==> src/verilog/adcacc_defs.svh <==
`ifndef ADCACC_DEFS_SVH
`define ADCACC_DEFS_SVH

// Register offsets (config and power-up time share one address, selected by page)
`define ADCACC_ACC_CFG_ADDR    8'hba
`define ADCACC_PWR_TIME_ADDR   8'hba
`define ADCACC_RES_HIGH_ADDR   8'hbe
`define ADCACC_RES_LOW_ADDR    8'hbd
`define ADCACC_PAGE_ACC        4'h0
`define ADCACC_PAGE_PWR        4'hf

// Field positions
`define ADCACC_AE_BIT          6
`define ADCACC_FMT_MSB         5
`define ADCACC_FMT_LSB         3
`define ADCACC_RPT_MSB         2
`define ADCACC_RPT_LSB         0
`define ADCACC_PWR_MSB         3

// Reset values
`define ADCACC_ACC_CFG_RST     8'h00
`define ADCACC_AE_RST          1'b0
`define ADCACC_PWR_TIME_RST    4'hf

// Timing: one power-up unit is 400 ns at a 20 ns clock
`define ADCACC_PWR_UNIT_NS     400
`define ADCACC_CLK_PERIOD_NS   20
`define ADCACC_PWR_UNIT_CYC    (`ADCACC_PWR_UNIT_NS / `ADCACC_CLK_PERIOD_NS)

`endif

==> src/verilog/adcacc_pkg.sv <==
package adcacc_pkg;
   // Burst sequencer states
   typedef enum logic [1:0] {
      ADCACC_IDLE,
      ADCACC_WAKE,
      ADCACC_CONV,
      ADCACC_WAIT
   } adcacc_state_e;

   typedef logic [15:0] adcacc_word_t;
endpackage : adcacc_pkg

==> src/verilog/adcacc_ctrl.sv <==
`timescale 1ns/1ps
`include "adcacc_defs.svh"

module adcacc_ctrl
   import adcacc_pkg::*;
(
   // Clock and reset
   input  wire logic          core_clk_in,
   input  wire logic          resetn_in,
   // Special-function register port
   input  wire logic [7:0]    sfr_addr_in,
   input  wire logic [3:0]    sfr_page_in,
   input  wire logic          sfr_wr_in,
   input  wire logic          sfr_rd_in,
   input  wire logic [7:0]    sfr_wdata_in,
   output logic      [7:0]    sfr_rdata_out,
   // Converter mode bits from the main control register
   input  wire logic          burst_mode_enable_in,
   input  wire logic          converter_enable_in,
   // Converter handshake
   input  wire logic          start_conv_in,
   output logic               conv_request_out,
   input  wire logic          conv_done_in,
   input  wire logic [9:0]    conv_data_in,
   // Status
   output logic               converter_powered_out,
   output logic               burst_busy_out,
   output adcacc_pkg::adcacc_word_t result_word_out
);
   import adcacc_pkg::*;

   logic          accumulate_enable_ff;
   logic [2:0]    result_format_select_ff;
   logic [2:0]    burst_repeat_count_ff;
   logic [3:0]    powerup_delay_setting_ff;
   adcacc_word_t  acc_ff;
   adcacc_state_e state_ff;
   logic [6:0]    conv_left_ff;
   logic [4:0]    unit_left_ff;
   logic          tick;
   logic          wr_cfg, wr_pwr, wr_hi, wr_lo;
   logic          sample_first;
   adcacc_word_t  formatted;

   // Repeat count decode; reserved codes give one conversion
   function automatic logic [6:0] rpt_to_count(input logic [2:0] code);
      case (code)
         3'h1:    rpt_to_count = 7'd4;
         3'h2:    rpt_to_count = 7'd8;
         3'h3:    rpt_to_count = 7'd16;
         3'h4:    rpt_to_count = 7'd32;
         3'h5:    rpt_to_count = 7'd64;
         default: rpt_to_count = 7'd1;
      endcase
   endfunction : rpt_to_count

   // Address decode; config and power-up time per page, result registers ignore the page
   assign wr_cfg = sfr_wr_in && sfr_addr_in == `ADCACC_ACC_CFG_ADDR
                   && sfr_page_in == `ADCACC_PAGE_ACC;
   assign wr_pwr = sfr_wr_in && sfr_addr_in == `ADCACC_PWR_TIME_ADDR
                   && sfr_page_in == `ADCACC_PAGE_PWR;
   assign wr_hi  = sfr_wr_in && sfr_addr_in == `ADCACC_RES_HIGH_ADDR;
   assign wr_lo  = sfr_wr_in && sfr_addr_in == `ADCACC_RES_LOW_ADDR;

   // Configuration register
   always_ff @(posedge core_clk_in or negedge resetn_in) begin
      if (!resetn_in) begin
         accumulate_enable_ff    <= `ADCACC_AE_RST;
         result_format_select_ff <= 3'h0;
         burst_repeat_count_ff   <= 3'h0;
      end else if (wr_cfg) begin
         accumulate_enable_ff    <= sfr_wdata_in[`ADCACC_AE_BIT];
         result_format_select_ff <=
            sfr_wdata_in[`ADCACC_FMT_MSB:`ADCACC_FMT_LSB];
         burst_repeat_count_ff   <=
            sfr_wdata_in[`ADCACC_RPT_MSB:`ADCACC_RPT_LSB];
      end
   end

   // Power-up time: only the low nibble is stored
   always_ff @(posedge core_clk_in or negedge resetn_in) begin
      if (!resetn_in) begin
         powerup_delay_setting_ff <= `ADCACC_PWR_TIME_RST;
      end else if (wr_pwr) begin
         // Upper bits dropped
         powerup_delay_setting_ff <= sfr_wdata_in[`ADCACC_PWR_MSB:0];
      end
   end

   // Result formatting on read-back
   always_comb begin
      case (result_format_select_ff)
         3'h1:    formatted = acc_ff >> 1;
         3'h2:    formatted = acc_ff >> 2;
         3'h3:    formatted = acc_ff >> 3;
         3'h4:    formatted = {acc_ff[9:0], 6'h00};
         default: formatted = acc_ff;
      endcase
   end

   // Read mux; write-only and unused bits read zero
   always_comb begin
      sfr_rdata_out = 8'h00;
      if (sfr_rd_in && sfr_addr_in == `ADCACC_ACC_CFG_ADDR
          && sfr_page_in == `ADCACC_PAGE_ACC) begin
         sfr_rdata_out = {2'b00, result_format_select_ff,
                          burst_repeat_count_ff};
      end else if (sfr_rd_in && sfr_addr_in == `ADCACC_PWR_TIME_ADDR
                   && sfr_page_in == `ADCACC_PAGE_PWR) begin
         sfr_rdata_out = {4'h0, powerup_delay_setting_ff};
      end else if (sfr_rd_in && sfr_addr_in == `ADCACC_RES_HIGH_ADDR) begin
         sfr_rdata_out = formatted[15:8];
      end else if (sfr_rd_in && sfr_addr_in == `ADCACC_RES_LOW_ADDR) begin
         sfr_rdata_out = formatted[7:0];
      end
   end

   // Burst sequencer
   assign sample_first = (state_ff == ADCACC_CONV)
                         && (conv_left_ff
                             == rpt_to_count(burst_repeat_count_ff));

   always_ff @(posedge core_clk_in or negedge resetn_in) begin
      if (!resetn_in) begin
         state_ff     <= ADCACC_IDLE;
         conv_left_ff <= 7'd0;
         unit_left_ff <= 5'd0;
      end else begin
         case (state_ff)
            ADCACC_IDLE: begin
               if (start_conv_in && burst_mode_enable_in) begin
                  // Burst length from the repeat code
                  conv_left_ff <= rpt_to_count(burst_repeat_count_ff);
                  if (converter_enable_in) begin
                     state_ff <= ADCACC_CONV;
                  end else begin
                     unit_left_ff <= {1'b0, powerup_delay_setting_ff}
                                     + 5'd1;
                     state_ff     <= ADCACC_WAKE;
                  end
               end else if (start_conv_in) begin
                  conv_left_ff <= 7'd1;
                  state_ff     <= ADCACC_CONV;
               end
            end
            ADCACC_WAKE: begin
               if (tick) begin
                  unit_left_ff <= unit_left_ff - 5'd1;
                  if (unit_left_ff == 5'd1) begin
                     state_ff <= ADCACC_CONV;
                  end
               end
            end
            ADCACC_CONV: begin
               state_ff <= ADCACC_WAIT;
            end
            ADCACC_WAIT: begin
               if (conv_done_in) begin
                  conv_left_ff <= conv_left_ff - 7'd1;
                  state_ff <= (conv_left_ff == 7'd1) ? ADCACC_IDLE
                                                     : ADCACC_CONV;
               end
            end
            default: state_ff <= ADCACC_IDLE;
         endcase
      end
   end

   // Marks first result of a burst so it replaces the old sum
   logic first_pending_ff;
   always_ff @(posedge core_clk_in or negedge resetn_in) begin
      if (!resetn_in) begin
         first_pending_ff <= 1'b0;
      end else if (sample_first) begin
         first_pending_ff <= 1'b1;
      end else if (conv_done_in) begin
         first_pending_ff <= 1'b0;
      end
   end

   // Accumulator; software writes win over a finishing conversion
   always_ff @(posedge core_clk_in or negedge resetn_in) begin
      if (!resetn_in) begin
         acc_ff <= 16'h0000;
      end else if (wr_hi) begin
         acc_ff[15:8] <= sfr_wdata_in;
      end else if (wr_lo) begin
         acc_ff[7:0] <= sfr_wdata_in;
      end else if (conv_done_in && state_ff == ADCACC_WAIT) begin
         if (burst_mode_enable_in) begin
            acc_ff <= first_pending_ff ? {6'h00, conv_data_in}
                                       : acc_ff + {6'h00, conv_data_in};
         end else if (accumulate_enable_ff) begin
            acc_ff <= acc_ff + {6'h00, conv_data_in};
         end else begin
            acc_ff <= {6'h00, conv_data_in};
         end
      end
   end

   adcacc_unit_tick u_unit_tick (
      .core_clk_in (core_clk_in),
      .resetn_in   (resetn_in),
      .run_in      (state_ff == ADCACC_WAKE),
      .tick_out    (tick)
   );

   // Power state: burst off follows enable; burst on adds the convert and wait states, not the power-up wait
   assign converter_powered_out = burst_mode_enable_in
      ? (converter_enable_in || (state_ff == ADCACC_CONV)
         || (state_ff == ADCACC_WAIT))
      : converter_enable_in;
   assign conv_request_out = state_ff == ADCACC_CONV;
   assign burst_busy_out   = state_ff != ADCACC_IDLE;
   assign result_word_out  = formatted;

   // Power-up wait lasts (setting+1) units of 20 cycles
   property p_wake_len;
      @(posedge core_clk_in) disable iff (!resetn_in)
      ($rose(state_ff == ADCACC_WAKE) && powerup_delay_setting_ff == 4'h0)
      |-> (state_ff == ADCACC_WAKE)[*8] ##[1:20] state_ff == ADCACC_CONV;
   endproperty
   a_wake_len: assert property (p_wake_len)
      else $error("power-up wait length wrong");

   property p_enabled_no_wait;
      @(posedge core_clk_in) disable iff (!resetn_in)
      (state_ff == ADCACC_IDLE && start_conv_in && burst_mode_enable_in
       && converter_enable_in) |=> conv_request_out;
   endproperty
   a_enabled_no_wait: assert property (p_enabled_no_wait)
      else $error("enabled burst did not start at once");

   property p_lowpower_waits;
      @(posedge core_clk_in) disable iff (!resetn_in)
      (state_ff == ADCACC_IDLE && start_conv_in && burst_mode_enable_in
       && !converter_enable_in) |=> !conv_request_out [*8];
   endproperty
   a_lowpower_waits: assert property (p_lowpower_waits)
      else $error("low-power burst started too early");

   property p_power_follows;
      @(posedge core_clk_in) disable iff (!resetn_in)
      !burst_mode_enable_in |-> converter_powered_out == converter_enable_in;
   endproperty
   a_power_follows: assert property (p_power_follows)
      else $error("power state not following enable");

   property p_sleep_after;
      @(posedge core_clk_in) disable iff (!resetn_in)
      (burst_mode_enable_in && !converter_enable_in && state_ff == ADCACC_IDLE)
      |-> !converter_powered_out;
   endproperty
   a_sleep_after: assert property (p_sleep_after)
      else $error("converter powered after burst");

   property p_ae_reads_zero;
      @(posedge core_clk_in) disable iff (!resetn_in)
      1'b1 |-> !sfr_rdata_out[`ADCACC_AE_BIT] || sfr_addr_in != 8'hba;
   endproperty
   a_ae_reads_zero: assert property (p_ae_reads_zero)
      else $error("write-only bit read back");

   property p_single_load;
      @(posedge core_clk_in) disable iff (!resetn_in)
      (conv_done_in && state_ff == ADCACC_WAIT && !burst_mode_enable_in
       && !accumulate_enable_ff && !sfr_wr_in)
      |=> acc_ff == {6'h00, $past(conv_data_in)};
   endproperty
   a_single_load: assert property (p_single_load)
      else $error("single result not loaded");

   property p_accumulate;
      @(posedge core_clk_in) disable iff (!resetn_in)
      (conv_done_in && state_ff == ADCACC_WAIT && !burst_mode_enable_in
       && accumulate_enable_ff && !sfr_wr_in)
      |=> acc_ff == $past(acc_ff) + {6'h00, $past(conv_data_in)};
   endproperty
   a_accumulate: assert property (p_accumulate)
      else $error("accumulation sum wrong");

   property p_left_justify;
      @(posedge core_clk_in) disable iff (!resetn_in)
      result_format_select_ff == 3'h4 |-> result_word_out[5:0] == 6'h00;
   endproperty
   a_left_justify: assert property (p_left_justify)
      else $error("left justify low bits not zero");
endmodule : adcacc_ctrl

==> src/verilog/adcacc_unit_tick.sv <==
`timescale 1ns/1ps
`include "adcacc_defs.svh"

// Divider giving one pulse per 400 ns power-up unit
module adcacc_unit_tick (
   // Clock and reset
   input  wire logic core_clk_in,
   input  wire logic resetn_in,
   // Control
   input  wire logic run_in,
   output logic      tick_out
);
   localparam int unsigned UNIT_CYC = `ADCACC_PWR_UNIT_CYC;
   logic [7:0] cnt_ff;

   // Restarts from zero whenever the wait is not running
   always_ff @(posedge core_clk_in or negedge resetn_in) begin
      if (!resetn_in) begin
         cnt_ff <= 8'h00;
      end else if (!run_in || cnt_ff == 8'(UNIT_CYC - 1)) begin
         cnt_ff <= 8'h00;
      end else begin
         cnt_ff <= cnt_ff + 8'h01;
      end
   end

   assign tick_out = run_in && (cnt_ff == 8'(UNIT_CYC - 1));
endmodule : adcacc_unit_tick

==> config.mk <==
export PLATFORM = sky130hd
export DESIGN_NAME = adcacc_ctrl
export DESIGN_NICKNAME = d
export VERILOG_FILES = /design/src/verilog/adcacc_pkg.sv /design/src/verilog/adcacc_ctrl.sv /design/src/verilog/adcacc_unit_tick.sv
export VERILOG_INCLUDE_DIRS = /design/src /design/src/verilog
export SDC_FILE = /design/constraint.sdc
export NUM_CORES = 1
export LEC_CHECK = 0
export ABC_AREA = 1
export BUFFER_PORTS_ARGS = -buffer_cell sky130_fd_sc_hd__buf_2
export CORE_UTILIZATION = 35
export CTS_CLUSTER_SIZE = 14
export DETAILED_ROUTE_END_ITERATION = 16
export GPL_ROUTABILITY_DRIVEN = 0
export MAX_ROUTING_LAYER = met4
export SKIP_LAST_GASP = 1
export SLEW_MARGIN = 10
export SYNTH_ARGS = -nofsm -noshare
export SYNTH_HDL_FRONTEND = slang
export SYNTH_SLANG_ARGS = --single-unit
==> constraint.sdc <==
create_clock -name core_clk_in -period 3.1 [get_ports core_clk_in]
set_clock_uncertainty 0.15 [all_clocks]
set_input_delay 0.93 -clock core_clk_in [delete_from_list [all_inputs] [get_ports core_clk_in]]
set_output_delay 0.93 -clock core_clk_in [all_outputs]
set_load 0.05 [all_outputs]
==> Word level (Yosys, flattened, before mapping) <==
Index checks and enable logic that the tools add are counted.
{ "word_totals": {"reg_bits": 50, "elab_cells": 108} }
{ "op_classes": {"add_sub_neg": 5, "eq_ne": 27, "n_reduce_logical": 31, "bitwise_logic": 1, "mux": 33} }
{ "ops": {"columns": ["cell", "count"], "rows": [
  ["16-bit two-way mux", 4],
  ["8-bit two-way mux", 8],
  ["16-bit case mux with 4 select lines", 1],
  ["7-bit case mux with 5 select lines", 1],
  ["8-bit equality test, second input constant", 3],
  ["7-bit two-way mux", 3],
  ["16-bit by 10-bit adder with 16-bit output", 1],
  ["5-bit two-way mux", 3],
  ["1-bit logical AND", 14],
  ["2-bit two-way mux", 7],
  ["7-bit case mux with 2 select lines", 1],
  ["3-bit by 2-bit equality test with 1-bit output, second input constant", 4],
  ["2-bit != test, second input constant", 6],
  ["2-bit nonzero test", 6],
  ["5-bit case mux with 2 select lines", 1],
  ["3-bit equality test, second input constant", 3],
  ["8-bit by 1-bit adder with 8-bit output, second input constant", 1],
  ["8-bit by 5-bit equality test with 1-bit output, second input constant", 1],
  ["2-bit case mux with 4 select lines", 1],
  ["4-bit AND reduction", 2],
  ["7-bit by 1-bit equality test with 1-bit output, second input constant", 1],
  ["7-bit equality test", 1],
  ["7-bit by 1-bit subtractor with 7-bit output, second input constant", 1],
  ["3-bit by 1-bit equality test with 1-bit output, second input constant", 2],
  ["15 further kinds", 21]
]} }

==> Longest topological paths before layout <==
Gate-level depths: netlist of run 1.
{ "logic_depth": {"word_depth": 6, "ltp_mapped": 13} }

==> Modules after synthesis <==
A second synthesis of run 1 with hierarchy kept.
{ "hier_totals": {"hier_cells": 742, "area_unflattened_um2": 4548.1} }
{ "by_module_without_submodules": {"columns": ["mod", "seq_area_each_um2", "cells_per_inst", "instances", "area_each_um2"], "rows": [
  ["adcacc_ctrl", 1056.0, 685, 1, 4121.5],
  ["adcacc_unit_tick", 200.2, 57, 1, 426.7]
]} }

==> Worst setup path after synthesis of run 1 <==
Ideal clock, no wire load.
{ "synth_timing": {"kind": "register to output", "from": "register result_format_select_ff[0]", "to": "output sfr_rdata_out[7]", "path_stages_with_launch": 8, "setup_slack_ns": -0.493, "arrival_ns": 2.513, "path_cell_list": "dfrtp_1 buf_4 inv_1 nand3_2 buf_4 o22ai_1 nor2_1 a21oi_1"} }
{ "synth_rtl": {"columns": ["element", "line", "rtl"], "rows": [
  ["start: declaration", "adcacc_ctrl.sv:33", "logic [2:0] result_format_select_ff;"],
  ["start signal: assignment", "adcacc_ctrl.sv:73", "result_format_select_ff <="],
  ["3-bit equality test (tied with other cells)", "adcacc_ctrl.sv:92", "case (result_format_select_ff)"],
  ["16-bit case mux with 4 select lines (*)", "adcacc_ctrl.sv:92", null],
  ["net result_word_out[15]", "adcacc_ctrl.sv:28", "output adcacc_pkg::adcacc_word_t result_word_out"],
  ["8-bit two-way mux (*)", "adcacc_ctrl.sv:111", "end else if (sfr_rd_in && sfr_addr_in == `ADCACC_RES_HIGH_ADDR) begin"],
  ["8-bit two-way mux (*)", "adcacc_ctrl.sv:108", "end else if (sfr_rd_in && sfr_addr_in == `ADCACC_PWR_TIME_ADDR"],
  ["8-bit two-way mux (*)", "adcacc_ctrl.sv:104", "if (sfr_rd_in && sfr_addr_in == `ADCACC_ACC_CFG_ADDR"],
  ["end: declaration", "adcacc_ctrl.sv:16", "output logic [7:0] sfr_rdata_out,"]
]} }
The timed path passes the listed nets; every way through them passes the cells marked *.

==> Final worst setup path of run 1 <==
{ "layout_timing": {"from": "input sfr_addr_in[6]", "to": "output sfr_rdata_out[0]"} }
{ "layout_via": {"elab_chain_len": 6} }
{ "layout_lines": {"columns": ["element", "line", "rtl"], "rows": [
  ["start: declaration", "adcacc_ctrl.sv:11", "input wire logic [7:0] sfr_addr_in,"],
  ["8-bit equality test (no line)", null, null],
  ["1-bit logical AND (no line)", null, null],
  ["8-bit two-way mux", "adcacc_ctrl.sv:113", "end else if (sfr_rd_in && sfr_addr_in == `ADCACC_RES_LOW_ADDR) begin"],
  ["8-bit two-way mux", "adcacc_ctrl.sv:111", null],
  ["8-bit two-way mux", "adcacc_ctrl.sv:108", null],
  ["8-bit two-way mux (*)", "adcacc_ctrl.sv:104", null]
]} }
Every way passes the cells marked *; elsewhere a longest branch is shown, timed or not.

==> results of run 1 <==
metrics by stage:
| step | cells | hold slack (ns) | setup TNS (ns) | util [%] | instance area [sq um] |
|---|---|---|---|---|---|
| after global routing | 973 | 0.365 | -1.05 | 46.6 | 5660 |
| after CTS | 966 | 0.337 | -0.456 | 45.3 | 5510 |
| final | 973 | 0.336 | -0.433 | 46.6 | 5660 |
| after detailed placement | 953 | 0.319 | -2.00 | 42.1 | 5120 |
| after floorplan | 713 | 0.299 | -0.0409 | - | 4530 |
| after global placement | 953 | 0.316 | -1.82 | 42.1 | 5120 |
worst paths after layout:
| check | slack, ns | start | depth (start not counted) | end |
|---|---|---|---|---|
| setup / recovery | -0.12 | sfr_addr_in[6] | 13 | sfr_rdata_out[0] |
| hold / removal | 0.34 | conv_left_ff[1] | 2 | conv_left_ff[1] |
| setup reg to reg | 0.86 | acc_ff[0] | 10 | acc_ff[8] |
| hold reg to reg | 0.34 | conv_left_ff[1] | 2 | conv_left_ff[1] |
| max in group asynchronous | 1.72 | resetn_in | 2 | result_format_select_ff[0] |
| min in group asynchronous | 0.60 | resetn_in | 2 | u_unit_tick.cnt_ff[4] |
cell usage in the layout, fill, tap and decap left out, types with 3 or more instances in the layout:
master	instances
nand3_1	49
buf_8	6
nor3_1	7
clkbuf_4	3
nand3_2	5
ha_1	16
dfrtp_1	43
o21ai_0	44
inv_2	9
nor2_2	5
buf_6	15
nor2_4	9
nor2_1	66
o22ai_1	16
xor2_1	7
nand4_1	15
dfstp_2	4
inv_1	83
inv_4	4
o21ai_1	4
buf_4	22
nand2_2	17
buf_2	48
clkbuf_16	5
nand3_4	4
nand2_4	7
o211ai_1	6
dfrtp_2	3
a21oi_1	15
nand2_1	232
cell families (layout without fill, tap and decap cells):
family | count (synthesis) | after routing | share of synthesized area, %
AO/OA/AOI/OAI | 101 | 101 | 13.3
AND/OR/NAND/NOR | 426 | 426 | 41.7
flip-flops | 50 | 50 | 28.4
adder cells (fa/ha/maj) | 17 | 17 | 4.98
XOR/XNOR | 9 | 9 | 1.78
buffers and inverters | 110 | 202 | 9.87
state kept, by name (all words and copies together) (netlist names):
| register | cells |
|---|---|
| acc_ff | 16 |
| first_pending_ff | 1 |
| accumulate_enable_ff | 1 |
| powerup_delay_setting_ff | 4 |
| u_unit_tick.cnt_ff | 8 |
| burst_repeat_count_ff | 3 |
| conv_left_ff | 7 |
| state_ff | 2 |
| result_format_select_ff | 3 |
| unit_left_ff | 5 |
critical path, delay by kind of cell:
| family | cells | cell delay (ns) |
|---|---|---|
| buffers and inverters | 5 | 0.44 |
| and+or+nand+nor | 8 | 0.77 |
what timing repair did:
item                                    CTS  global route
endpoints found under the setup margin   10            17
gates resized for setup                  60            26
pin swaps                                19            10
buffers inserted                          5             7
layout make-up:
class | count | area, sq um
well taps | 168 | 210
flip-flops and latches | 50 | 1260
fillers | 1273 | 6500
clock buffers | 6 | 129
multi-input cells | 553 | 2940
repair buffers | 95 | 707
clock inverters | 2 | 13.8
inverters | 99 | 398
power by group through the flow:
stage          registers, mW  logic, mW  clock network (mW)
3_5_place_dp            1.14       2.28                   0
3_3_place_gp            1.14       2.26                   0
5_1_grt                 1.15       2.62               0.587
4_1_cts                 1.13       2.31               0.568
6_report                1.14       2.34               0.558
2_1_floorplan           1.00       1.80                   0
per-layer routing:
| layer | GRT usage [%] | routed length, microns | vias to the layer above |
|---|---|---|---|
| met5 | - | 0 | - |
| met1 | 28.5 | 6250 | 2332 |
| met3 | 2.54 | 706 | 25 |
| li1 | - | - | 2482 |
| met4 | 7.53 | 431 | 0 |
| met2 | 37.6 | 6640 | 181 |
==> results.md, run 1 <==
- Status: finished with violations
- Failing checks: negative setup slack
- Pin count of the biggest net entering global routing: 51
- Crit-path slowest cell: nor2_4
- Slew Limit Fails: 0
- Port bufs: 64
- Final setup margin: -0.118 ns
- Post-synth top area cell: dfrtp_1
- Initial antenna violation count: 0
- Total power: between 4 and 5 mW
- Crit path largest cell delay: between 0.15 and 0.2 ns
- Vias in the first global route: ~4,600
- Drt drc: 0
- Max Clk Rate: 311 MHz
- Count leader, synth: nand2_1
- Routed WL per cell: 14.4 microns
- Yosys top cell area share: 26.0%
- Antenna viol nets, final: 0
- RSZ-0062 raised after global routing: yes
- Sequential Power Share: approximately 28%
- Clock Latency Late Sink: roughly 0.30 ns
- WS Path Type: input port to primary output
- Die area: 13,100 sq um
- Crit path time final: about 3.2 ns
- Crit path arrival time: ~2.1 ns
- Async SR Flop Fraction: 100%
- Worst path cell trace: buf_8 > inv_12 > nand2_4 > nor2_4 > nand2_4 > nor2_4 > nand2_2 > inv_4 > nor2_1 > nand3_1 > nand2_2 > clkinvlp_4 > buf_8
- Synth warn: 0
- Tot GR Track Use: 22.6%
- Post-Syn Nets: between 700 and 800
- HPWL after DPL: approximately 11 mm
- Detailed Route WL: roughly 14 mm
- Net Switching: ~2.2 mW
- Crit path capture type: primary output
- Row count: 40
- First-pass detailed-route iteration total: 5
- # IOs: 65
- Post-synth EDFFs: 0
- Worst Path Required: between 2 and 2.5 ns
- PwrDens: between 700 and 800 nW/um^2
- Clk buf depth: 2
- H-tree depth: 2
- Initial Utilization: a little over a third
- Startpoint Class: input port
- Setup WS pre-CTS: -0.333 ns
- Switching share of power: between 50% and 60%
- Commonest cells in the netlist: nand2_1 (253), inv_1 (91), nor2_1 (71)
- Max cap viols: 0
- # setup viols final: 7
- Synthesized area per cell: around 6.2 sq um
- Worst Hold Class: register to register
- Vias: ~5,000
- Internal: approximately 1.9 mW
- Seq cells post-synth: 50
- Total gr overflow: 0
- Post-Syn Area: 4430 sq um
- DR iter-0 viols: 381
- Nets: about 860
- Hold-fix buffer count after cts: 0
- Synth-to-Final Area Change: 27.9%
- Chip width: roughly 110 microns
- CTS tree: built
- Clk root buf: clkbuf_16
- Diode count: 0
- Comb power frac: 57.9%
- Lkg Pwr: about 2.9 nW
- Clock sink total: 50
- Final Hold Viols: 0
- Core area: approximately 12,000 sq um
- CP max FO: 6
- Sequential area share after synthesis: roughly 28%
- Vias per cell: 5.16
- First-pass GRT wire length: 22.5 mm
- Post-Syn Instances: approximately 710
- Peak supply drop: between 0.0003 and 0.0004 V
- Die height: 114 microns
- Top area cells in the synthesized netlist: dfrtp_1 (26%), nand2_1 (21%), inv_1 (7.7%)
- Clock power frac: approximately 14%
- CTS Buf Count: 5
- Final worst-path cycle share: 104%
- Number of distinct library cells after synthesis: 46
- Post-synth top flop: dfrtp_1
- Measured slew at the worst slew-check pin: ~0.66 ns
- Max-slew headroom: between 50% and 60%
- Clk slew on worst S/H paths: around 0.070 ns
- Layout cells sized above 1: 22.5%
Note: power is estimated with default switching activity, not from simulation.
==> run 2, diff against run 1 <==
==> constraint.sdc (replaced) <==
create_clock -name core_clk_in -period 3.15 [get_ports core_clk_in]
set_clock_uncertainty 0.15 [all_clocks]
set_input_delay 0.945 -clock core_clk_in [delete_from_list [all_inputs] [get_ports core_clk_in]]
set_output_delay 0.945 -clock core_clk_in [all_outputs]
set_load 0.05 [all_outputs]
==> results.md, run 2 (synthesis gave the netlist of run 1 again) <==
- Placed cells: 950 (-0.31%)
- Failing checks: negative setup slack
- Placed inst area: 5090 sq um (-0.68%)
- WL met2: 6.68 mm (+0.63%)
- Peak supply drop: 0.000449 V (+21%)
- Pin count of the biggest net entering global routing: 22 (-57%)
- Total power: 4.08 mW (+1.0%)
- DR iter-0 viols: 354 (-7.1%)
- Slew Limit Fails: 0 (unchanged)
- Final worst-path cycle share: 103%
- WS Path Type: input port to primary output
- # setup viols final: 8 (+1)
- Diode count: 0 (unchanged)
- Final setup margin: -0.100 ns (+0.0177 ns)
- Crit path time final: between 3 and 4 ns
- Clk slew on worst S/H paths: 0.07 ns (about the same)
- Crit path capture type: primary output
- Worst Path Required: 2.05 ns (+0.03 ns)
- Max FFs per register: 16 (unchanged)
- First-pass GRT wire length: 22.8 mm (+1.7%)
- Clock Latency Late Sink: 0.30 ns (about the same)
- Die area: 13,100 sq um (unchanged)
- Vias in the first global route: 4,660 (+1.4%)
- Vias per cell: 5.05 (-2.1%)
- Final Hold Viols: 0 (unchanged)
- Clock sink total: 50 (unchanged)
- M1 wire length: 6.19 mm (-1.0%)
- Row count: 40 (unchanged)
- Antenna viol nets, final: 0 (unchanged)
- Die height: 114 microns (unchanged)
- Detailed Route WL: 13.9 mm (-0.83%)
- Worst Hold Class: register to register
- # IOs: 65 (unchanged)
- Core area: 12,200 sq um (unchanged)
- Crit path arrival time: 2.16 ns (+0.02 ns)
- Max Clk Rate: 308 MHz
- Initial Utilization: 36.4% (unchanged)
- Setup WS pre-CTS: -0.307 ns (+0.0267 ns)
- Tot GR Track Use: 23.0% (+0.42 points)
- Final Non-Filler Cells: 964 (-0.92%)
- HPWL after DPL: 10.9 mm (+0.25%)
- Port bufs: 64 (unchanged)
- CTS Buf Count: 5 (unchanged)
- Clk buf depth: 2 (unchanged)
- Status: finished with violations
- Startpoint Class: input port
- Hold-fix buffer count after cts: 0 (unchanged)
- Most frequent cells in the layout: nand2_1 (238), inv_1 (83), nor2_1 (66), buf_2 (49), nand3_1 (48)
- H-tree depth: 2 (unchanged)
- CTS tree: built
- Routed WL per cell: 14.4 microns (about the same)
- Layout cells sized above 1: 21.4% (-1.1 points)
- Metal3 WL: 728 microns (+3.1%)
- Lkg Pwr: 2.86 nW (-0.58%)
- Initial antenna violation count: 0 (unchanged)
- Design Area, Final: 5600 sq um (-1.2%)
- Max-slew headroom: 67.1% (+11 points)
- PwrDens: 730 nW/um^2 (+2.2%)
- Highest Signal Layer: met4
- Measured slew at the worst slew-check pin: 0.494 ns (-0.168 ns)
- Largest register by flop count: acc_ff
- Drt drc: 0 (unchanged)
- First-pass detailed-route iteration total: 5 (unchanged)
- Total gr overflow: 0 (unchanged)
- Vias: 4,870 (-3.0%)
- Synth-to-Final Area Change: 26.4%
- Clk root buf: clkbuf_16
- Top Registers: acc_ff: 16 flops, u_unit_tick.cnt_ff: 8 flops, conv_left_ff: 7 flops
- Final core occ: 46.0% (-0.55 points)
- Nets: 850 (-1.0%)
- Max cap viols: 0 (unchanged)
- RSZ-0062 raised after global routing: yes
- CP max FO: 5 (-1)
- Chip width: 114 microns (unchanged)
- Commonest non-fill, non-tap cell in the layout: nand2_1
[run 2: report_power, final]
group / internal [mW] / total, mW / switching [mW] / leakage (nW)
registers: 0.828 / 1.12 / 0.291 / 0.639
logic: 0.700 / 2.31 / 1.61 / 2.14
clock network: 0.381 / 0.651 / 0.270 / 0.0819
total: 1.91 / 4.08 / 2.17 / 2.86
[run 2: layer usage]
| metal | vias up | global-route usage, % |
|---|---|---|
| met5 | - | - |
| met4 | 0 | 6.58 |
| met3 | 19 | 3.23 |
| met2 | 159 | 38.1 |
| met1 | 2231 | 29.2 |
| li1 | 2461 | - |
[run 2: critical path, stage by stage]
cell and delay (ns):
buf_6 0.10, inv_4 0.07, nand2_4 0.06, nor2_2 0.11, nand2_2 0.10, nor2_4 0.15, nand2_2 0.08, inv_2 0.09
buf_4 0.12, nor2_1 0.04, nand2_1 0.06, nand2_2 0.08, buf_8 0.15
[run 2: final cells by class]
cell class	count	area, sq um
Inverter	99	393
Tap cell	168	210
Multi-Input combinational cell	553	2940
Clock inverter	3	48.8
Clock buffer	5	125
Timing Repair Buffer	86	618
Fill cell	1270	6570
Sequential cell	50	1260
[run 2: path summary, 6_finish.rpt]
kind	startpoint	endpoint	slack, ns	cells after the start
setup / recovery	sfr_addr_in[0]	sfr_rdata_out[2]	-0.10	13
hold / removal	conv_left_ff[1]	conv_left_ff[1]	0.34	2
setup reg to reg	acc_ff[0]	acc_ff[8]	0.92	10
hold reg to reg	conv_left_ff[1]	conv_left_ff[1]	0.34	2
max in group asynchronous	resetn_in	result_format_select_ff[1]	1.82	2
min in group asynchronous	resetn_in	conv_left_ff[2]	0.40	1
[run 2: repair_timing]
item / in CTS / in global routing
endpoints found under the setup margin: 8 / 20
pin swaps: 14 / 16
resized for setup: 43 / 33
buffers inserted: 2 / 4
[run 2: stage by stage]
stage                 TNS, ns  hold WS [ns]
detailed placement      -2.02         0.326
finish                 -0.556         0.338
global placement        -1.88         0.316
floorplan           -0.000137         0.299
global route            -1.09         0.360
CTS                    -0.502         0.342
==> run 3, diff against run 2 <==
--- a/config.mk
+++ b/config.mk
@@ -6,7 +6,6 @@
 export SDC_FILE = /design/constraint.sdc
 export NUM_CORES = 1
 export LEC_CHECK = 0
-export ABC_AREA = 1
 export BUFFER_PORTS_ARGS = -buffer_cell sky130_fd_sc_hd__buf_2
 export CORE_UTILIZATION = 35
 export CTS_CLUSTER_SIZE = 14
==> results.md, run 3 <==
- Pin count of the biggest net entering global routing: 45 (+100%)
- Post-Syn Nets: 591 (-23%)
- Initial Utilization: 36.4% (about the same)
- Lkg Pwr: 2.46 nW (-14%)
- Row count: 39 (-2.5%)
- Max-slew headroom: 35.7% (-31 points)
- Commonest non-fill, non-tap cell in the layout: buf_4
- Drt drc: 3 (+3)
- Clock power frac: 15.4% (-0.6 points)
- Commonest cells in the netlist: nand2_1 (55), nor2_1 (50), dfrtp_1 (46)
- Crit path time final: 3.81 ns (+0.563 ns)
- Seq cells post-synth: 50 (unchanged)
- Worst path cell trace: buf_6 > or4_4 > nor3_4 > and3_4 > a211oi_1 > a222oi_1 > buf_4
- Buf/Inv on CP: 2 (-3)
- Crit path capture type: primary output
- CTS Buf Count: 5 (unchanged)
- Sequential area share after synthesis: 29.7% (+1.3 points)
- Measured slew at the worst slew-check pin: 0.956 ns (+0.463 ns)
- Clk buf depth: 2 (unchanged)
- Top Registers: acc_ff: 16 flops, u_unit_tick.cnt_ff: 8 flops, conv_left_ff: 7 flops
- Comb power frac: 54.2% (-2.4 points)
- Routed WL per cell: 17.3 microns (+20%)
- Slew Limit Fails: 0 (unchanged)
- Failing checks: design-rule violations, negative setup slack
- Max Clk Rate: 262 MHz (-15%)
- Net Switching: 1.61 mW (-26%)
- Final hold slack: 0.335 ns (-0.00282 ns)
- Yosys top cell area share: 27.2% (+1.2 points)
- Total power: 3.47 mW (-15%)
- Final Hold Viols: 0 (unchanged)
- Final core occ: 48.3% (+2.3 points)
- Largest register by flop count: acc_ff
- Setup TNS: -2.95 ns (-2.40 ns)
- Antenna viol nets, final: 0 (unchanged)
- Chip width: 112 microns (-2.2%)
- Final setup margin: -0.664 ns (-0.563 ns)
- Number of distinct library cells after synthesis: 71 (+54%)
- DR iter-0 viols: 365 (+3.1%)
- Synth-to-Final Area Change: 32.5%
- Vias in the first global route: 4,187 (-10%)
- Core area: 11,600 sq um (-4.5%)
- Status: finished with violations
- Clk root buf: clkbuf_16
- Synth warn: 0 (unchanged)
- PwrDens: 618 nW/um^2 (-15%)
- Crit path arrival time: 2.72 ns (+0.56 ns)
- Clk slew on worst S/H paths: 0.06 ns (about the same)
- WS Path Type: input port to primary output
- Worst Path Required: 2.05 ns (about the same)
- First-pass detailed-route iteration total: 11 (+6)
- Max cap viols: 0 (unchanged)
- H-tree depth: 2 (unchanged)
- # IOs: 65 (unchanged)
- Clock Latency Late Sink: 0.29 ns (about the same)
- Layout cells sized above 1: 30.4% (+9.1 points)
- Detailed Route WL: 13.6 mm (-2.6%)
- Internal: 1.85 mW (-2.9%)
- Post-synth top flop: dfrtp_1
- Final Non-Filler Cells: 784 (-19%)
- Post-synth top area cell: dfrtp_1
- Flip-flop and latch area: 1260 sq um (unchanged)
- Async SR Flop Fraction: 100% (unchanged)
- HPWL after DPL: 10.5 mm (-4.5%)
- Top delay family on crit path: simple AND/OR/NAND/NOR gates
- Vias per cell: 5.88 (+16%)
- Port bufs: 64 (unchanged)
- Initial antenna violation count: 0 (unchanged)
- Fillers: 1,120 (-12%)
- First-pass GRT wire length: 21.9 mm (-4.1%)
- # setup viols final: 8 (unchanged)
- Top area cells in the synthesized netlist: dfrtp_1 (27%), a21oi_1 (5.2%), o21ai_0 (5.1%)
- Startpoint Class: input port
- RSZ-0062 raised after global routing: yes
- Total gr overflow: 0 (unchanged)
- Post-synth EDFFs: 0 (unchanged)
- Worst Hold Class: register to register
- Crit path largest cell delay: 0.55 ns (+0.40 ns)
- CTS tree: built
- Final worst-path cycle share: 121% (+18 points)
- Sequential Power Share: 30.3% (+2.9 points)
- Tot GR Track Use: 22.4% (-0.60 points)
- Clock sink total: 50 (unchanged)
- Multi-input gate area: 2990 sq um (+1.8%)
- Diode count: 0 (unchanged)
- Synthesized area per cell: 7.89 sq um (+27%)
- Peak supply drop: 0.000259 V (-42%)
- Vias: 4,613 (-5.3%)
- Post-Syn Instances: 536 (-25%)
- Switching share of power: 46.5% (-6.7 points)
- Max FFs per register: 16 (unchanged)
- CP max FO: 2 (-3)
- Nets: 695 (-18%)
- Count leader, synth: nand2_1
- Post-Syn Area: 4230 sq um (-4.4%)
- Crit-path slowest cell: or4_4
- Die area: 12,500 sq um (-4.4%)
- Die height: 112 microns (-2.2%)
- Placed cells: 759 (-20%)
- Most frequent cells in the layout: buf_4 (56), nand2_1 (52), buf_2 (50), nor2_1 (47), dfrtp_1 (43)
==> run 3: cell count changes in the layout (fill, tap and decap cells not counted), sizes merged, moves of 12 or more <==
cell / before / now
a21oi: 17 / 44
nand3: 58 / 15
a211oi: 0 / 12
inv: 97 / 20
mux2i: 0 / 14
nand2: 257 / 56
mux2: 0 / 12
buf: 84 / 126
nor2: 80 / 50
==> run 3: area by class of cell <==
type                       instances  area share (%)
multi-input combinational        435            53.4
sequential                        50            22.5
tap                              143            3.19
clock inverter                     1           0.134
inverter                          22            1.54
clock buffer                       7            2.37
timing repair buffer             126            16.9
==> run 3: logic make-up after synthesis <==
family                   Yosys count  synth area share [%]
multiplexers                      26                  6.51
AND/OR/NAND/NOR                  188                  21.3
adder cells (fa/ha/maj)           18                  5.44
buffers and inverters             51                  4.97
XOR/XNOR                          13                  2.69
AO/OA/AOI/OAI                    190                  29.3
flip-flops                        50                  29.7
==> run 3: through the flow <==
stage | area (sq um) | setup slack [ns]
final | 5610 | -0.664
after global routing | 5610 | -0.693
after CTS | 5390 | -0.596
after detailed placement | 5100 | -0.706
after global placement | 5100 | -0.726
after floorplan | 4390 | -1.24
==> run 3: final timing paths <==
path,startpoint,to,slack [ns],cells after the start
setup reg to reg,acc_ff[0],acc_ff[6],0.67,8
hold / removal,u_unit_tick.cnt_ff[0],u_unit_tick.cnt_ff[0],0.33,1
setup / recovery,sfr_page_in[0],sfr_rdata_out[0],-0.66,7
min in group asynchronous,resetn_in,conv_left_ff[1],0.34,1
max in group asynchronous,resetn_in,powerup_delay_setting_ff[0],1.96,2
hold reg to reg,u_unit_tick.cnt_ff[0],u_unit_tick.cnt_ff[0],0.33,1
==> run 3: layer usage <==
metal	vias to the layer above	track usage, %	share of wire (%)
met5	-	-	0
met2	191	33.0	44
met1	2183	32.0	47
met3	31	2.34	6.3
met4	0	6.94	2.7
li1	2208	-	-
==> run 3: timing repair <==
action	in CTS	in global routing
setup buffers	5	16
pin swaps	9	9
endpoints found under the setup margin	10	15
gates resized for setup	31	34
hold buffers	0	0
==> run 3: power groups by stage <==
| stage | registers (mW) | logic [mW] | clock network [mW] |
|---|---|---|---|
| after floorplan | 0.994 | 1.35 | 0 |
| after global placement | 1.05 | 1.80 | 0 |
| after detailed placement | 1.05 | 1.83 | 0 |
| after CTS | 1.04 | 1.84 | 0.553 |
| after global routing | 1.08 | 2.08 | 0.572 |
| final | 1.05 | 1.88 | 0.535 |
==> run 3: worst register-to-register path: stages, from the launching register on <==
cell,delay [ns]
dfrtp_1,0.45
ha_1,0.26
fa_1,0.43
a211oi_1,0.41
o211ai_1,0.15
o41a_1,0.13
a21oi_1,0.13
a211oi_1,0.07
o31ai_1,0.22
